===== src/verilog/wdcg_pkg.sv =====
// Package for the watchdog control guard: register map, field layout, reset values and bus carriers.
package wdcg_pkg;

  // ----------------------------------------------------------------
  // Bus geometry
  // ----------------------------------------------------------------
  localparam int ADDR_W = 8;
  localparam int DATA_W = 32;

  // ----------------------------------------------------------------
  // Register byte offsets
  // ----------------------------------------------------------------
  localparam logic [ADDR_W-1:0] CTRL_OFF    = 8'h00;
  localparam logic [ADDR_W-1:0] RESTART_OFF = 8'h04;
  localparam logic [ADDR_W-1:0] CAUSE_OFF   = 8'h08;
  localparam logic [ADDR_W-1:0] ISTAT_OFF   = 8'h0C;
  localparam logic [ADDR_W-1:0] IMASK_OFF   = 8'h10;

  // ----------------------------------------------------------------
  // Field positions
  // ----------------------------------------------------------------
  localparam int CTRL_TOE_BIT    = 4;
  localparam int CTRL_EN_BIT     = 3;
  localparam int CTRL_PER_LSB    = 0;
  localparam int CTRL_RSVD_LSB   = 5;
  localparam int CAUSE_WATCHDOG_RESET_FLAG_BIT  = 3;
  localparam int IRQ_TIMEOUT_BIT = 0;

  // ----------------------------------------------------------------
  // Reset values and timing
  // ----------------------------------------------------------------
  localparam logic       EN_RST            = 1'b0;
  localparam logic [2:0] PER_RST           = 3'h0;
  localparam logic       MASK_RST          = 1'b0;
  localparam logic [2:0] TOE_WINDOW_CYCLES = 3'h4;
  localparam int         BASE_OSC_CYCLES   = 16384;
  localparam int         OSC_FREQ_HZ       = 1000000;
  localparam int         CLK_FREQ_HZ       = 25000000;

  // ----------------------------------------------------------------
  // Responses
  // ----------------------------------------------------------------
  localparam logic [1:0] RESP_OKAY   = 2'h0;
  localparam logic [1:0] RESP_SLVERR = 2'h2;

  // ----------------------------------------------------------------
  // AXI4-Lite carriers
  // ----------------------------------------------------------------
  typedef struct packed {
    logic              awvalid;
    logic [ADDR_W-1:0] awaddr;
    logic              wvalid;
    logic [DATA_W-1:0] wdata;
    logic [3:0]        wstrb;
    logic              bready;
    logic              arvalid;
    logic [ADDR_W-1:0] araddr;
    logic              rready;
  } wdcg_axi_req_s;

  typedef struct packed {
    logic              awready;
    logic              wready;
    logic              bvalid;
    logic [1:0]        bresp;
    logic              arready;
    logic              rvalid;
    logic [DATA_W-1:0] rdata;
    logic [1:0]        rresp;
  } wdcg_axi_rsp_s;

  // ----------------------------------------------------------------
  // Top-level state
  // ----------------------------------------------------------------
  typedef struct packed {
    logic [1:0]        oscSync;
    logic              oscPrev;
    logic              awHave;
    logic [ADDR_W-1:0] awAddr;
    logic              wHave;
    logic [DATA_W-1:0] wData;
    logic [3:0]        wStrb;
    logic              toe;
    logic [2:0]        toeCnt;
    logic              enable;
    logic [2:0]        period;
    logic              resetFlag;
    logic              irqStat;
    logic              irqMask;
    logic              restart;
    logic              chipReset;
    logic              irq;
    wdcg_axi_rsp_s     rsp;
  } wdcg_state_s;

endpackage


===== src/verilog/wdcg_timeout_counter.sv =====
// Watchdog time-out counter advanced by oscillator ticks.
`timescale 1ns/1ps
module wdcg_timeout_counter
  import wdcg_pkg::*;
#(
  parameter int BASE_CYCLES = BASE_OSC_CYCLES
)(
  // Clock and reset
  input  wire logic       clk,
  input  wire logic       reset_n,
  // Control
  input  wire logic       oscTick,
  input  wire logic       restart,
  input  wire logic       enable,
  input  wire logic [2:0] periodSel,
  // Result
  output logic            expired
);

  localparam int CNT_W = $clog2(BASE_CYCLES) + 8;

  if (BASE_CYCLES < 2)
  begin : g_chk
    $error("BASE_CYCLES must be at least 2");
  end

  logic [CNT_W-1:0] count_q;
  logic [CNT_W-1:0] count_d;
  logic [CNT_W-1:0] limit;
  logic             hit;

  // Each code step doubles the period.
  assign limit = CNT_W'(BASE_CYCLES) << periodSel;
  assign hit   = enable && oscTick && (count_q == limit - CNT_W'(1));
  assign expired = hit && !restart;

  always_comb
  begin
    count_d = count_q;
    if (restart || !enable)
      count_d = '0;
    else if (hit)
      count_d = '0;
    else if (oscTick)
      count_d = count_q + CNT_W'(1);
  end

  always_ff @(posedge clk or negedge reset_n)
  begin
    if (!reset_n)
      count_q <= '0;
    else
      count_q <= count_d;
  end

  property p_restart_clears;
    @(posedge clk) disable iff (!reset_n) (restart || !enable) |=> count_q == '0;
  endproperty
  a_restart_clears: assert property (p_restart_clears) else $error("counter not cleared");

  property p_tick_counts;
    @(posedge clk) disable iff (!reset_n)
      (enable && oscTick && !restart && !hit) |=> count_q == $past(count_q) + CNT_W'(1);
  endproperty
  a_tick_counts: assert property (p_tick_counts) else $error("tick did not advance");

  property p_expire_at_limit;
    @(posedge clk) disable iff (!reset_n)
      expired |-> enable && count_q == (CNT_W'(BASE_CYCLES) << periodSel) - CNT_W'(1);
  endproperty
  a_expire_at_limit: assert property (p_expire_at_limit) else $error("expiry off limit");

endmodule


===== src/verilog/wdcg_top.sv =====
// Watchdog control guard: AXI4-Lite register file, timed turn-off sequence and time-out reset.
`timescale 1ns/1ps

// Summary of operation
// - Control bits 7:5 are reserved and always read as zero.
// - A write clearing enable is ignored unless turn-off-enable is already set.
// - Turn-off-enable clears itself four clock cycles after being written one.
// - Writing one to enable turns the watchdog on; zero turns it off when permitted.
// - Enable may fall from one to zero only while turn-off-enable reads one.
// - Period select chooses 16384 times two-to-the-code oscillator cycles.
// - The counter advances on a separate one megahertz oscillator.
// - Counter restarts on restart command, when disabled, and on chip reset.
// - Expiry while enabled produces a one-cycle chip reset pulse.
// - Each watchdog reset sets the watchdog reset flag.
module wdcg_top
  import wdcg_pkg::*;
#(
  parameter int BASE_CYCLES = BASE_OSC_CYCLES
)(
  // Clock and reset
  input  wire logic          clk,
  input  wire logic          reset_n,
  // Register bus
  input  wire wdcg_axi_req_s axiReq,
  output wdcg_axi_rsp_s      axiRsp,
  // Watchdog oscillator pin
  input  wire logic          wdOscClk,
  // Outputs to the chip
  output logic               chipResetPulse,
  output logic               irq
);

  // ----------------------------------------------------------------
  // Checks and decode helpers
  // ----------------------------------------------------------------
  // The oscillator pin is sampled, so it must be well below half the clock rate.
  if (OSC_FREQ_HZ * 4 > CLK_FREQ_HZ)
  begin : g_chk
    $error("Watchdog oscillator too fast for edge sampling");
  end

  function automatic logic isMapped(input logic [ADDR_W-1:0] a);
    isMapped = (a == CTRL_OFF) || (a == RESTART_OFF) || (a == CAUSE_OFF) ||
               (a == ISTAT_OFF) || (a == IMASK_OFF);
  endfunction

  wdcg_state_s st_q;
  wdcg_state_s st_d;
  logic        oscTick;
  logic        expired;
  logic        doWrite;
  logic        ctrlWrite;
  logic        doRead;
  logic [7:0]  ctrlView;
  logic        wrToe;
  logic        wrEn;

  assign oscTick   = st_q.oscSync[1] && !st_q.oscPrev;
  assign doWrite   = st_q.awHave && st_q.wHave && !st_q.rsp.bvalid;
  assign ctrlWrite = doWrite && (st_q.awAddr == CTRL_OFF) && st_q.wStrb[0];
  assign doRead    = axiReq.arvalid && st_q.rsp.arready;
  assign wrToe     = st_q.wData[CTRL_TOE_BIT];
  assign wrEn      = st_q.wData[CTRL_EN_BIT];
  assign ctrlView  = {3'h0, st_q.toe, st_q.enable, st_q.period};

  // ----------------------------------------------------------------
  // Time-out counter
  // ----------------------------------------------------------------
  wdcg_timeout_counter #(
    .BASE_CYCLES (BASE_CYCLES)
  ) u_counter (
    .clk       (clk),
    .reset_n   (reset_n),
    .oscTick   (oscTick),
    .restart   (st_q.restart),
    .enable    (st_q.enable),
    .periodSel (st_q.period),
    .expired   (expired)
  );

  // ----------------------------------------------------------------
  // Next-state logic
  // ----------------------------------------------------------------
  always_comb
  begin
    st_d = st_q;
    // Oscillator pin passes two flops before the edge detector reads it.
    st_d.oscSync = {st_q.oscSync[0], wdOscClk};
    st_d.oscPrev = st_q.oscSync[1];
    st_d.restart = 1'b0;
    st_d.chipReset = 1'b0;

    // Address and data are taken independently, in either order.
    if (axiReq.awvalid && st_q.rsp.awready)
    begin
      st_d.awHave = 1'b1;
      st_d.awAddr = axiReq.awaddr;
    end
    if (axiReq.wvalid && st_q.rsp.wready)
    begin
      st_d.wHave = 1'b1;
      st_d.wData = axiReq.wdata;
      st_d.wStrb = axiReq.wstrb;
    end
    if (st_q.rsp.bvalid && axiReq.bready)
      st_d.rsp.bvalid = 1'b0;

    // Turn-off-enable window, counted in system clocks.
    if (st_q.toe)
    begin
      if (st_q.toeCnt == 3'h0)
        st_d.toe = 1'b0;
      else
        st_d.toeCnt = st_q.toeCnt - 3'h1;
    end

    if (doWrite)
    begin
      st_d.awHave = 1'b0;
      st_d.wHave = 1'b0;
      st_d.rsp.bvalid = 1'b1;
      st_d.rsp.bresp = isMapped(st_q.awAddr) ? RESP_OKAY : RESP_SLVERR;
      if (ctrlWrite)
      begin
        st_d.period = st_q.wData[CTRL_PER_LSB +: 3];
        if (wrEn)
          st_d.enable = 1'b1;
        else if (st_q.toe)
          st_d.enable = 1'b0;
        if (wrToe)
        begin
          st_d.toe = 1'b1;
          st_d.toeCnt = TOE_WINDOW_CYCLES - 3'h1;
        end
      end
      if (st_q.awAddr == RESTART_OFF)
        st_d.restart = 1'b1;
      if ((st_q.awAddr == CAUSE_OFF) && st_q.wStrb[0] && !st_q.wData[CAUSE_WATCHDOG_RESET_FLAG_BIT])
        st_d.resetFlag = 1'b0;
      if ((st_q.awAddr == IMASK_OFF) && st_q.wStrb[0])
        st_d.irqMask = st_q.wData[IRQ_TIMEOUT_BIT];
    end

    // Reads answer one cycle after acceptance; status clears on read.
    if (st_q.rsp.rvalid && axiReq.rready)
      st_d.rsp.rvalid = 1'b0;
    if (doRead)
    begin
      st_d.rsp.rvalid = 1'b1;
      st_d.rsp.rresp = isMapped(axiReq.araddr) ? RESP_OKAY : RESP_SLVERR;
      st_d.rsp.rdata = '0;
      case (axiReq.araddr)
        CTRL_OFF:  st_d.rsp.rdata[7:0] = ctrlView;
        CAUSE_OFF: st_d.rsp.rdata[CAUSE_WATCHDOG_RESET_FLAG_BIT] = st_q.resetFlag;
        ISTAT_OFF:
        begin
          st_d.rsp.rdata[IRQ_TIMEOUT_BIT] = st_q.irqStat;
          st_d.irqStat = 1'b0;
        end
        IMASK_OFF: st_d.rsp.rdata[IRQ_TIMEOUT_BIT] = st_q.irqMask;
        default:   st_d.rsp.rdata = '0;
      endcase
    end

    // Expiry events win over any clear in the same cycle.
    if (expired)
    begin
      st_d.chipReset = 1'b1;
      st_d.resetFlag = 1'b1;
      st_d.irqStat = 1'b1;
    end

    st_d.irq = st_d.irqStat && st_d.irqMask;
    st_d.rsp.awready = !st_d.awHave && !st_d.rsp.bvalid;
    st_d.rsp.wready = !st_d.wHave && !st_d.rsp.bvalid;
    st_d.rsp.arready = !st_d.rsp.rvalid;
  end

  always_ff @(posedge clk or negedge reset_n)
  begin
    if (!reset_n)
    begin
      st_q <= '0;
      st_q.enable <= EN_RST;
      st_q.period <= PER_RST;
      st_q.irqMask <= MASK_RST;
    end
    else
      st_q <= st_d;
  end

  assign axiRsp = st_q.rsp;
  assign chipResetPulse = st_q.chipReset;
  assign irq = st_q.irq;

  // ----------------------------------------------------------------
  // Assertions
  // ----------------------------------------------------------------
  property p_rsvd_zero;
    @(posedge clk) disable iff (!reset_n)
      (doRead && axiReq.araddr == CTRL_OFF) |=> axiRsp.rvalid && axiRsp.rdata[7:5] == 3'h0;
  endproperty
  a_rsvd_zero: assert property (p_rsvd_zero) else $error("reserved bits not zero");

  property p_guarded_clear;
    @(posedge clk) disable iff (!reset_n)
      (ctrlWrite && !wrEn && !st_q.toe && st_q.enable) |=> st_q.enable;
  endproperty
  a_guarded_clear: assert property (p_guarded_clear) else $error("enable cleared without guard");

  property p_toe_window;
    @(posedge clk) disable iff (!reset_n)
      (ctrlWrite && wrToe) ##1 (!(ctrlWrite && wrToe)) [*4] |-> (st_q.toe && $past(st_q.toe, 3)) ##1 !st_q.toe;
  endproperty
  a_toe_window: assert property (p_toe_window) else $error("turn-off window not four cycles");

  property p_enable_set;
    @(posedge clk) disable iff (!reset_n) (ctrlWrite && wrEn) |=> st_q.enable;
  endproperty
  a_enable_set: assert property (p_enable_set) else $error("enable not set");

  property p_fall_needs_toe;
    @(posedge clk) disable iff (!reset_n) $fell(st_q.enable) |-> $past(st_q.toe);
  endproperty
  a_fall_needs_toe: assert property (p_fall_needs_toe) else $error("enable fell without guard");

  property p_window_start;
    @(posedge clk) disable iff (!reset_n)
      (ctrlWrite && wrToe) |=> st_q.toe && st_q.toeCnt == TOE_WINDOW_CYCLES - 3'h1;
  endproperty
  a_window_start: assert property (p_window_start) else $error("window start wrong");

  property p_reset_pulse;
    @(posedge clk) disable iff (!reset_n) expired |=> chipResetPulse ##1 !chipResetPulse;
  endproperty
  a_reset_pulse: assert property (p_reset_pulse) else $error("reset pulse not one cycle");

  property p_flag_set;
    @(posedge clk) disable iff (!reset_n) chipResetPulse |-> st_q.resetFlag;
  endproperty
  a_flag_set: assert property (p_flag_set) else $error("watchdog flag not set");

  property p_restart_cmd;
    @(posedge clk) disable iff (!reset_n)
      (doWrite && st_q.awAddr == RESTART_OFF) |=> st_q.restart ##1 !st_q.restart;
  endproperty
  a_restart_cmd: assert property (p_restart_cmd) else $error("restart not issued");

  property p_no_expire_off;
    @(posedge clk) disable iff (!reset_n) expired |-> st_q.enable;
  endproperty
  a_no_expire_off: assert property (p_no_expire_off) else $error("expiry while disabled");

  // ----------------------------------------------------------------
  // Register side-effect checks
  // ----------------------------------------------------------------
  // These pin rises of turn-off-enable and enable, period changes, the watchdog flag, restart and the reset pulse to the cause allowed to make them.
  property p_toe_by_write;
    @(posedge clk) disable iff (!reset_n) $rose(st_q.toe) |-> $past(ctrlWrite && wrToe);
  endproperty
  a_toe_by_write: assert property (p_toe_by_write) else $error("turn-off enable rose without write");

  property p_enable_by_write;
    @(posedge clk) disable iff (!reset_n) $rose(st_q.enable) |-> $past(ctrlWrite && wrEn);
  endproperty
  a_enable_by_write: assert property (p_enable_by_write) else $error("enable rose without write");

  property p_period_write;
    @(posedge clk) disable iff (!reset_n)
      ctrlWrite |=> st_q.period == $past(st_q.wData[CTRL_PER_LSB +: 3]);
  endproperty
  a_period_write: assert property (p_period_write) else $error("period not taken from write");

  property p_period_hold;
    @(posedge clk) disable iff (!reset_n) !ctrlWrite |=> $stable(st_q.period);
  endproperty
  a_period_hold: assert property (p_period_hold) else $error("period changed without write");

  property p_flag_sticky;
    @(posedge clk) disable iff (!reset_n)
      (st_q.resetFlag && !(doWrite && st_q.awAddr == CAUSE_OFF)) |=> st_q.resetFlag;
  endproperty
  a_flag_sticky: assert property (p_flag_sticky) else $error("watchdog flag lost");

  property p_flag_clear;
    @(posedge clk) disable iff (!reset_n)
      (doWrite && st_q.awAddr == CAUSE_OFF && st_q.wStrb[0] && !st_q.wData[CAUSE_WATCHDOG_RESET_FLAG_BIT] && !expired)
        |=> !st_q.resetFlag;
  endproperty
  a_flag_clear: assert property (p_flag_clear) else $error("watchdog flag not cleared");

  property p_restart_only_cmd;
    @(posedge clk) disable iff (!reset_n) st_q.restart |-> $past(doWrite && st_q.awAddr == RESTART_OFF);
  endproperty
  a_restart_only_cmd: assert property (p_restart_only_cmd) else $error("restart without command");

  property p_pulse_needs_expiry;
    @(posedge clk) disable iff (!reset_n) chipResetPulse |-> $past(expired);
  endproperty
  a_pulse_needs_expiry: assert property (p_pulse_needs_expiry) else $error("reset pulse without expiry");

  c_disable: cover property (@(posedge clk) disable iff (!reset_n) $fell(st_q.enable));
  c_timeout: cover property (@(posedge clk) disable iff (!reset_n) chipResetPulse);
  c_irq: cover property (@(posedge clk) disable iff (!reset_n) $rose(irq));
  c_slverr: cover property (@(posedge clk) disable iff (!reset_n) axiRsp.bvalid && axiRsp.bresp == RESP_SLVERR);

endmodule

===== config.mk =====
export PLATFORM = sky130hd
export DESIGN_NAME = wdcg_top
export DESIGN_NICKNAME = d
export VERILOG_FILES = /design/src/verilog/wdcg_pkg.sv /design/src/verilog/wdcg_timeout_counter.sv /design/src/verilog/wdcg_top.sv
export SDC_FILE = /design/constraint.sdc
export NUM_CORES = 1
export LEC_CHECK = 0
export ABC_AREA = 1
export BUFFER_PORTS_ARGS = -buffer_cell sky130_fd_sc_hd__buf_2
export CAP_MARGIN = 15
export CORE_UTILIZATION = 53
export CTS_CLUSTER_DIAMETER = 40
export DETAILED_ROUTE_END_ITERATION = 7
export GPL_ROUTABILITY_DRIVEN = 0
export GPL_TIMING_DRIVEN = 0
export HOLD_SLACK_MARGIN = 0.05
export PLACE_DENSITY = 0.8
export SETUP_SLACK_MARGIN = 0.05
export SYNTH_ARGS = -nofsm -noshare
export SYNTH_HDL_FRONTEND = slang
export SYNTH_SLANG_ARGS = --single-unit

===== constraint.sdc =====
create_clock -name clk -period 2.5 [get_ports clk]
set_input_delay 0.25 -clock clk [delete_from_list [all_inputs] [get_ports clk]]
set_output_delay 0.25 -clock clk [all_outputs]
set_load 0.1 [all_outputs]

# Word-level counts from Yosys, hierarchy flattened
# Index checks and enable logic that the tools add are counted.
[op_classes]
add_sub_neg = 3
eq_ne = 9
n_shift = 1
muxes = 33
reduce_logical = 47
[op_table]
columns = ["operator", "count"]
rows = [
  ["two-way mux 22 bit", 3],
  ["two-way mux 37 bit", 1],
  ["two-way mux 35 bit", 1],
  ["equality test 8 x 4 -> 1 bit (second input constant)", 4],
  ["adder 22 x 1 -> 22 bit (second input constant)", 1],
  ["equality test 22 bit", 1],
  ["<< shifter 15 x 3 -> 22 bit (first input constant)", 1],
  ["subtractor 22 x 1 -> 22 bit (second input constant)", 1],
  ["logical AND 1 bit", 19],
  ["two-way mux 9 bit", 2],
  ["equality test 8 x 3 -> 1 bit (second input constant)", 2],
  ["equality test 8 x 5 -> 1 bit (second input constant)", 2],
  ["logical NOT 8 bit", 2],
  ["two-way mux 1 bit", 14],
  ["two-way mux 2 bit", 5],
  ["logical NOT 1 bit", 9],
  ["logical OR 1 bit", 9],
  ["two-way mux 4 bit", 2],
  ["two-way mux 8 bit", 1],
  ["two-way mux 3 bit", 2],
  ["nonzero test 2 bit", 3],
  ["AND reduction 2 bit", 2],
  ["logical NOT 3 bit", 1],
  ["one-hot mux 1 bit (3 select lines)", 1],
  ["other kinds (4)", 4],
]
[word_totals]
ff_bits = 102
input_bits = 60
output_inout_bits = 43
elab_cells = 119

# Logic depth before layout (Yosys ltp)
[logic_depth]
ltp_word = 9
depth_mapped = 14
depth_no_buf = 13

# Hierarchy
# A second synthesis with hierarchy kept.
[unflattened]
hier_cells = 511
area_unflattened_um2 = 3973.8
[by_module_without_submodules]
columns = ["mod", "instances", "cells_each", "area_each_um2", "seq_area_each_um2"]
rows = [
  ["wdcg_top", 1, 256, 2225.9, 1126.1],
  ["wdcg_timeout_counter", 1, 255, 1747.9, 550.5],
]

# Least setup slack after synthesis
# Ideal clock, no wire load.
[synth_timing]
kind = "flip-flop to flip-flop"
startpoint = "register st_q, in the netlist ctrlView[1]"
endpoint = "register u_counter.count_q[17]"
setup_ps = 115
arrival_time_ps = 1804
setup_slack_ps = 581
path_stages_with_launch = 13
n_path_buf = 1
synth_period_minus_slack_ps = 1919
cell_sequence = "dfrtp_1 nor2_2 nand2_1 ha_1 nand2_1 nand3_1 nor2_1 nand3_4 nor2_4 nand2_4 buf_6 nand2_2 nand2_2"
[synth_via]
elab_chain_len = 6
elab_cells_between_ends = 7
classes_between = "add/sub: 1; eq/ne: 1; shift: 1; mux: 2; reduce/logical: 2"
[synth_lines]
columns = ["item", "line_no", "rtl"]
rows = [
  ["start, declared", "wdcg_top.sv:47", "wdcg_state_s st_q;"],
  ["start signal, assigned", "wdcg_top.sv:189", "st_q <= st_d;"],
  ["<< shifter 15 x 3 -> 22 bit (*)", "wdcg_timeout_counter.sv:33", "assign limit = CNT_W'(BASE_CYCLES) << periodSel;"],
  ["subtractor 22 x 1 -> 22 bit (*)", "wdcg_timeout_counter.sv:34", "assign hit = enable && oscTick && (count_q == limit - CNT_W'(1));"],
  ["equality test 22 bit (*)", "wdcg_timeout_counter.sv:34", ""],
  ["logical AND 1 bit (*)", "wdcg_timeout_counter.sv:34", ""],
  ["two-way mux 22 bit", "wdcg_timeout_counter.sv:42", "else if (hit)"],
  ["two-way mux 22 bit", "wdcg_timeout_counter.sv:40", "if (restart || !enable)"],
  ["end signal, assigned", "wdcg_timeout_counter.sv:53", "count_q <= count_d;"],
  ["end, declared", "wdcg_timeout_counter.sv:27", "logic [CNT_W-1:0] count_q;"],
]
# Mark *: on every way between the ends. The rest lies on a longest branch, timed or not.
# A chain may end at the register's enable or synchronous reset.

# Final worst setup path
[layout_timing]
startpoint = "register st_q, in the netlist ctrlView[1]"
endpoint = "register u_counter.count_q[15]"
# Same word-level chain as after synthesis.

==> flow_summary.ini <==
[timing]
drv_slew = 0
hold_viol_final = 0
rsz0062_at_grt = no
worst_pin_slew_ns = 0.830
slew_headroom_pct = 44.6
fin_skew_ns = 0.0101
tns_ns = 0
min_period_ns = 2.19
timing.fmax_mhz = 457
setup_viol = 0
period_share_pct = 87.5
fin_worst_hold_slack_ns = 0.0951

[synth]
synth_warnings = 0
ys.flop_type = dfrtp_1
yosysMostFrequentCell = nand2_1
synth_largest_area_cell = dfrtp_1
avgSynthCellArea_um2 = 7.73
synth.distinct_cells = 33
seq_area_frac_synth_pct = 42.9
synth_edf_count = 0
synthCells = 505
synth_async_sr_flop_share_pct = 100
yosys-top-cells-area = dfrtp_1 43%, nand2_1 14%, buf_4 8.3%
synthDominantCellAreaShare_pct = 42.9
syn_area_um2 = 3900
synth-seq-cells = 67
synth_commonest_cells = 145 x nand2_1, 67 x dfrtp_1, 58 x inv_1

[worst_setup_path]
critPathKind = register to register
start_kind = register
worst-path-buf-inv = 1
cpPeakStageDelay_ns = 0.48
critPathTopFamily = simple AND/OR/NAND/NOR gates
arrival_ns = 2.42
cp_max_fo = 10
path_cells = nor2_2 -> nand2_1 -> ha_1 -> nand2_1 -> nand3_1 -> nor2_1 -> nand3_4 -> nor2_4 -> nand2_4 -> buf_6 -> nand3_2 -> nand2_1
crit_path_top_delay_cell = dfrtp_1
reg2regPathDepth = 12
critical_path_required_ns = 2.73
cp_common_cell = nand2_1
cp.depth = 12
cp-end-kind = register

[grt]
grt_pass1_vias = 3084
grt_usage_pct = 22.0
grt_first_pass_wirelength_um = 13300
overflow = 0
grt_max_degree = 68
antenna_found_initial = 0

[pwr]
p_int_mw = 2.23
seq_power_share_pct = 36.0
power.density_nw_per_um2 = 878
p_sw_mw = 1.78
p_leak_nw = 2.44
vdd_drop_max_mv = 0.787
p_total_mw = 4.01
p_clk_share_pct = 22.8
switching_share_pct = 44.4
comb_power_share_pct = 41.2

[clock_network]
htreeDepth = 3
clock_latency_ns = 0.35
tritoncts = yes
cts-root-buf = clkbuf_8
clock-sinks = 67
path_clk_slew_ns = 0.08
clockBufferDepth = 2
numCtsBuffers = 9

[place]
port_buffers = 43
dp_hpwl_um = 5810

[worst_hold_path]
worstHoldPathCells = 3
hp-class = input port to register

[drt]
via_per_inst = 4.91
antenna_left = 0
num_vias = 3391
drt_drc_violations_left = 0
routed_wl_um = 7790
drt_iter0_drc = 229
wl_per_cell_um = 11.3
drt_first_pass_iters = 5

[die]
ioPinCount = 103
start_util_pct = 56.2
fp.dieW_um = 87.8
die_area_um2 = 7710
core_area_um2 = 6940
die_h_um = 87.8
rows = 30

[layout]
antennaDiodeCount = 0
final_util_pct = 65.8
synthToLayoutAreaGrowth_pct = 17.0
drive_gt1_share_pct = 22.2
nets = 653

[flow_run]
max_cap_viol_count = 0

[status]
status = complete, no violations
## metrics by stage
step                      setup slack (ns)  area, µm²  cells
after global routing                 0.130       4570    690
after floorplan                      0.581       4010    533
after detailed placement             0.350       4350    672
final                                0.313       4570    690
after CTS                            0.325       4570    690
after global placement               0.380       4350    672
## layout make-up
type	count	area [µm²]
Fill cell	585	2370
Multi-Input combinational cell	355	1750
Sequential cell	67	1680
Buffer	48	349
Timing Repair Buffer	45	238
Inverter	63	236
Clock buffer	10	138
Tap cell	96	120
Clock inverter	6	63.8
## metal layers
metal	vias to the layer above	share of wire (%)	global-route usage, %
met5	-	0	0
met4	0	1.9	9.24
met3	17	5.0	2.73
met2	120	47	36.2
met1	1542	46	29.5
li1	1712	-	-
## flip-flops by register name, indices dropped and copies added (netlist names)
signal	cells
st_q	24
axiRsp	12
irq	1
ctrlView	5
st_d	2
u_counter.count_q	22
chipResetPulse	1
## timing repair
item,in CTS,in global routing
hold endpoints to repair,47,0
hold buffers,2,0
resized for setup,0,0
setup buffers,0,0
## power by group through the flow
stage | Combinational (mW) | Sequential (mW) | Clock (mW)
2_1_floorplan | 1.33 | 1.49 | 0
3_3_place_gp | 1.61 | 1.46 | 0
3_5_place_dp | 1.65 | 1.46 | 0
4_1_cts | 1.66 | 1.45 | 0.926
5_1_grt | 1.84 | 1.48 | 0.970
6_report | 1.65 | 1.45 | 0.914
## cells by family (layout without fill, tap and decap cells)
| kind of cell | after synthesis | after routing | synth area share, % |
|---|---|---|---|
| AOI/OAI and AO/OA | 49 | 49 | 6.95 |
| xor gates and xnor gates | 10 | 10 | 2.24 |
| adders and majority gates | 4 | 4 | 1.28 |
| buffers and inverters | 111 | 172 | 15.0 |
| DFF | 67 | 67 | 42.9 |
| other | 1 | 29 | 0.0960 |
| and+or+nand+nor | 263 | 263 | 31.5 |
## path summary, 6_finish.rpt
path	startpoint	end	slack, ns
max	ctrlView[1]	u_counter.count_q[15]	0.31
min	axiReq[19]	st_q[63]	0.1
max reg2reg	ctrlView[1]	u_counter.count_q[15]	0.31
min reg2reg	st_d[103]	st_d[101]	0.35
max in group asynchronous	reset_n	ctrlView[4]	1.42
min in group asynchronous	reset_n	u_counter.count_q[6]	0.54
## cell usage in the layout (no fill, tap or decap), drive strengths merged
master,Yosys,final
a21oi,12,12
a31oi,1,1
buf,44,87
bufinv,0,1
clkbuf,4,14
clkinv,1,3
clkinvlp,0,2
conb,1,29
dfrtp,67,67
dlygate4sd3,0,2
ha,4,4
inv,62,63
nand2,154,154
nand3,34,34
nand3b,3,3
nand4,14,14
nor2,44,44
nor3,12,12
nor4,2,2
o211ai,2,2
o21ai,26,26
o22ai,1,1
o31ai,6,6
o32ai,1,1
xnor2,2,2
xor2,8,8
## worst min-delay path: cells and delay by family
family	cells	cell delay, ns
buffers and inverters	1	0.07
AND/OR/NAND/NOR	2	0.09
Note: power is estimated with default switching activity, not from simulation.
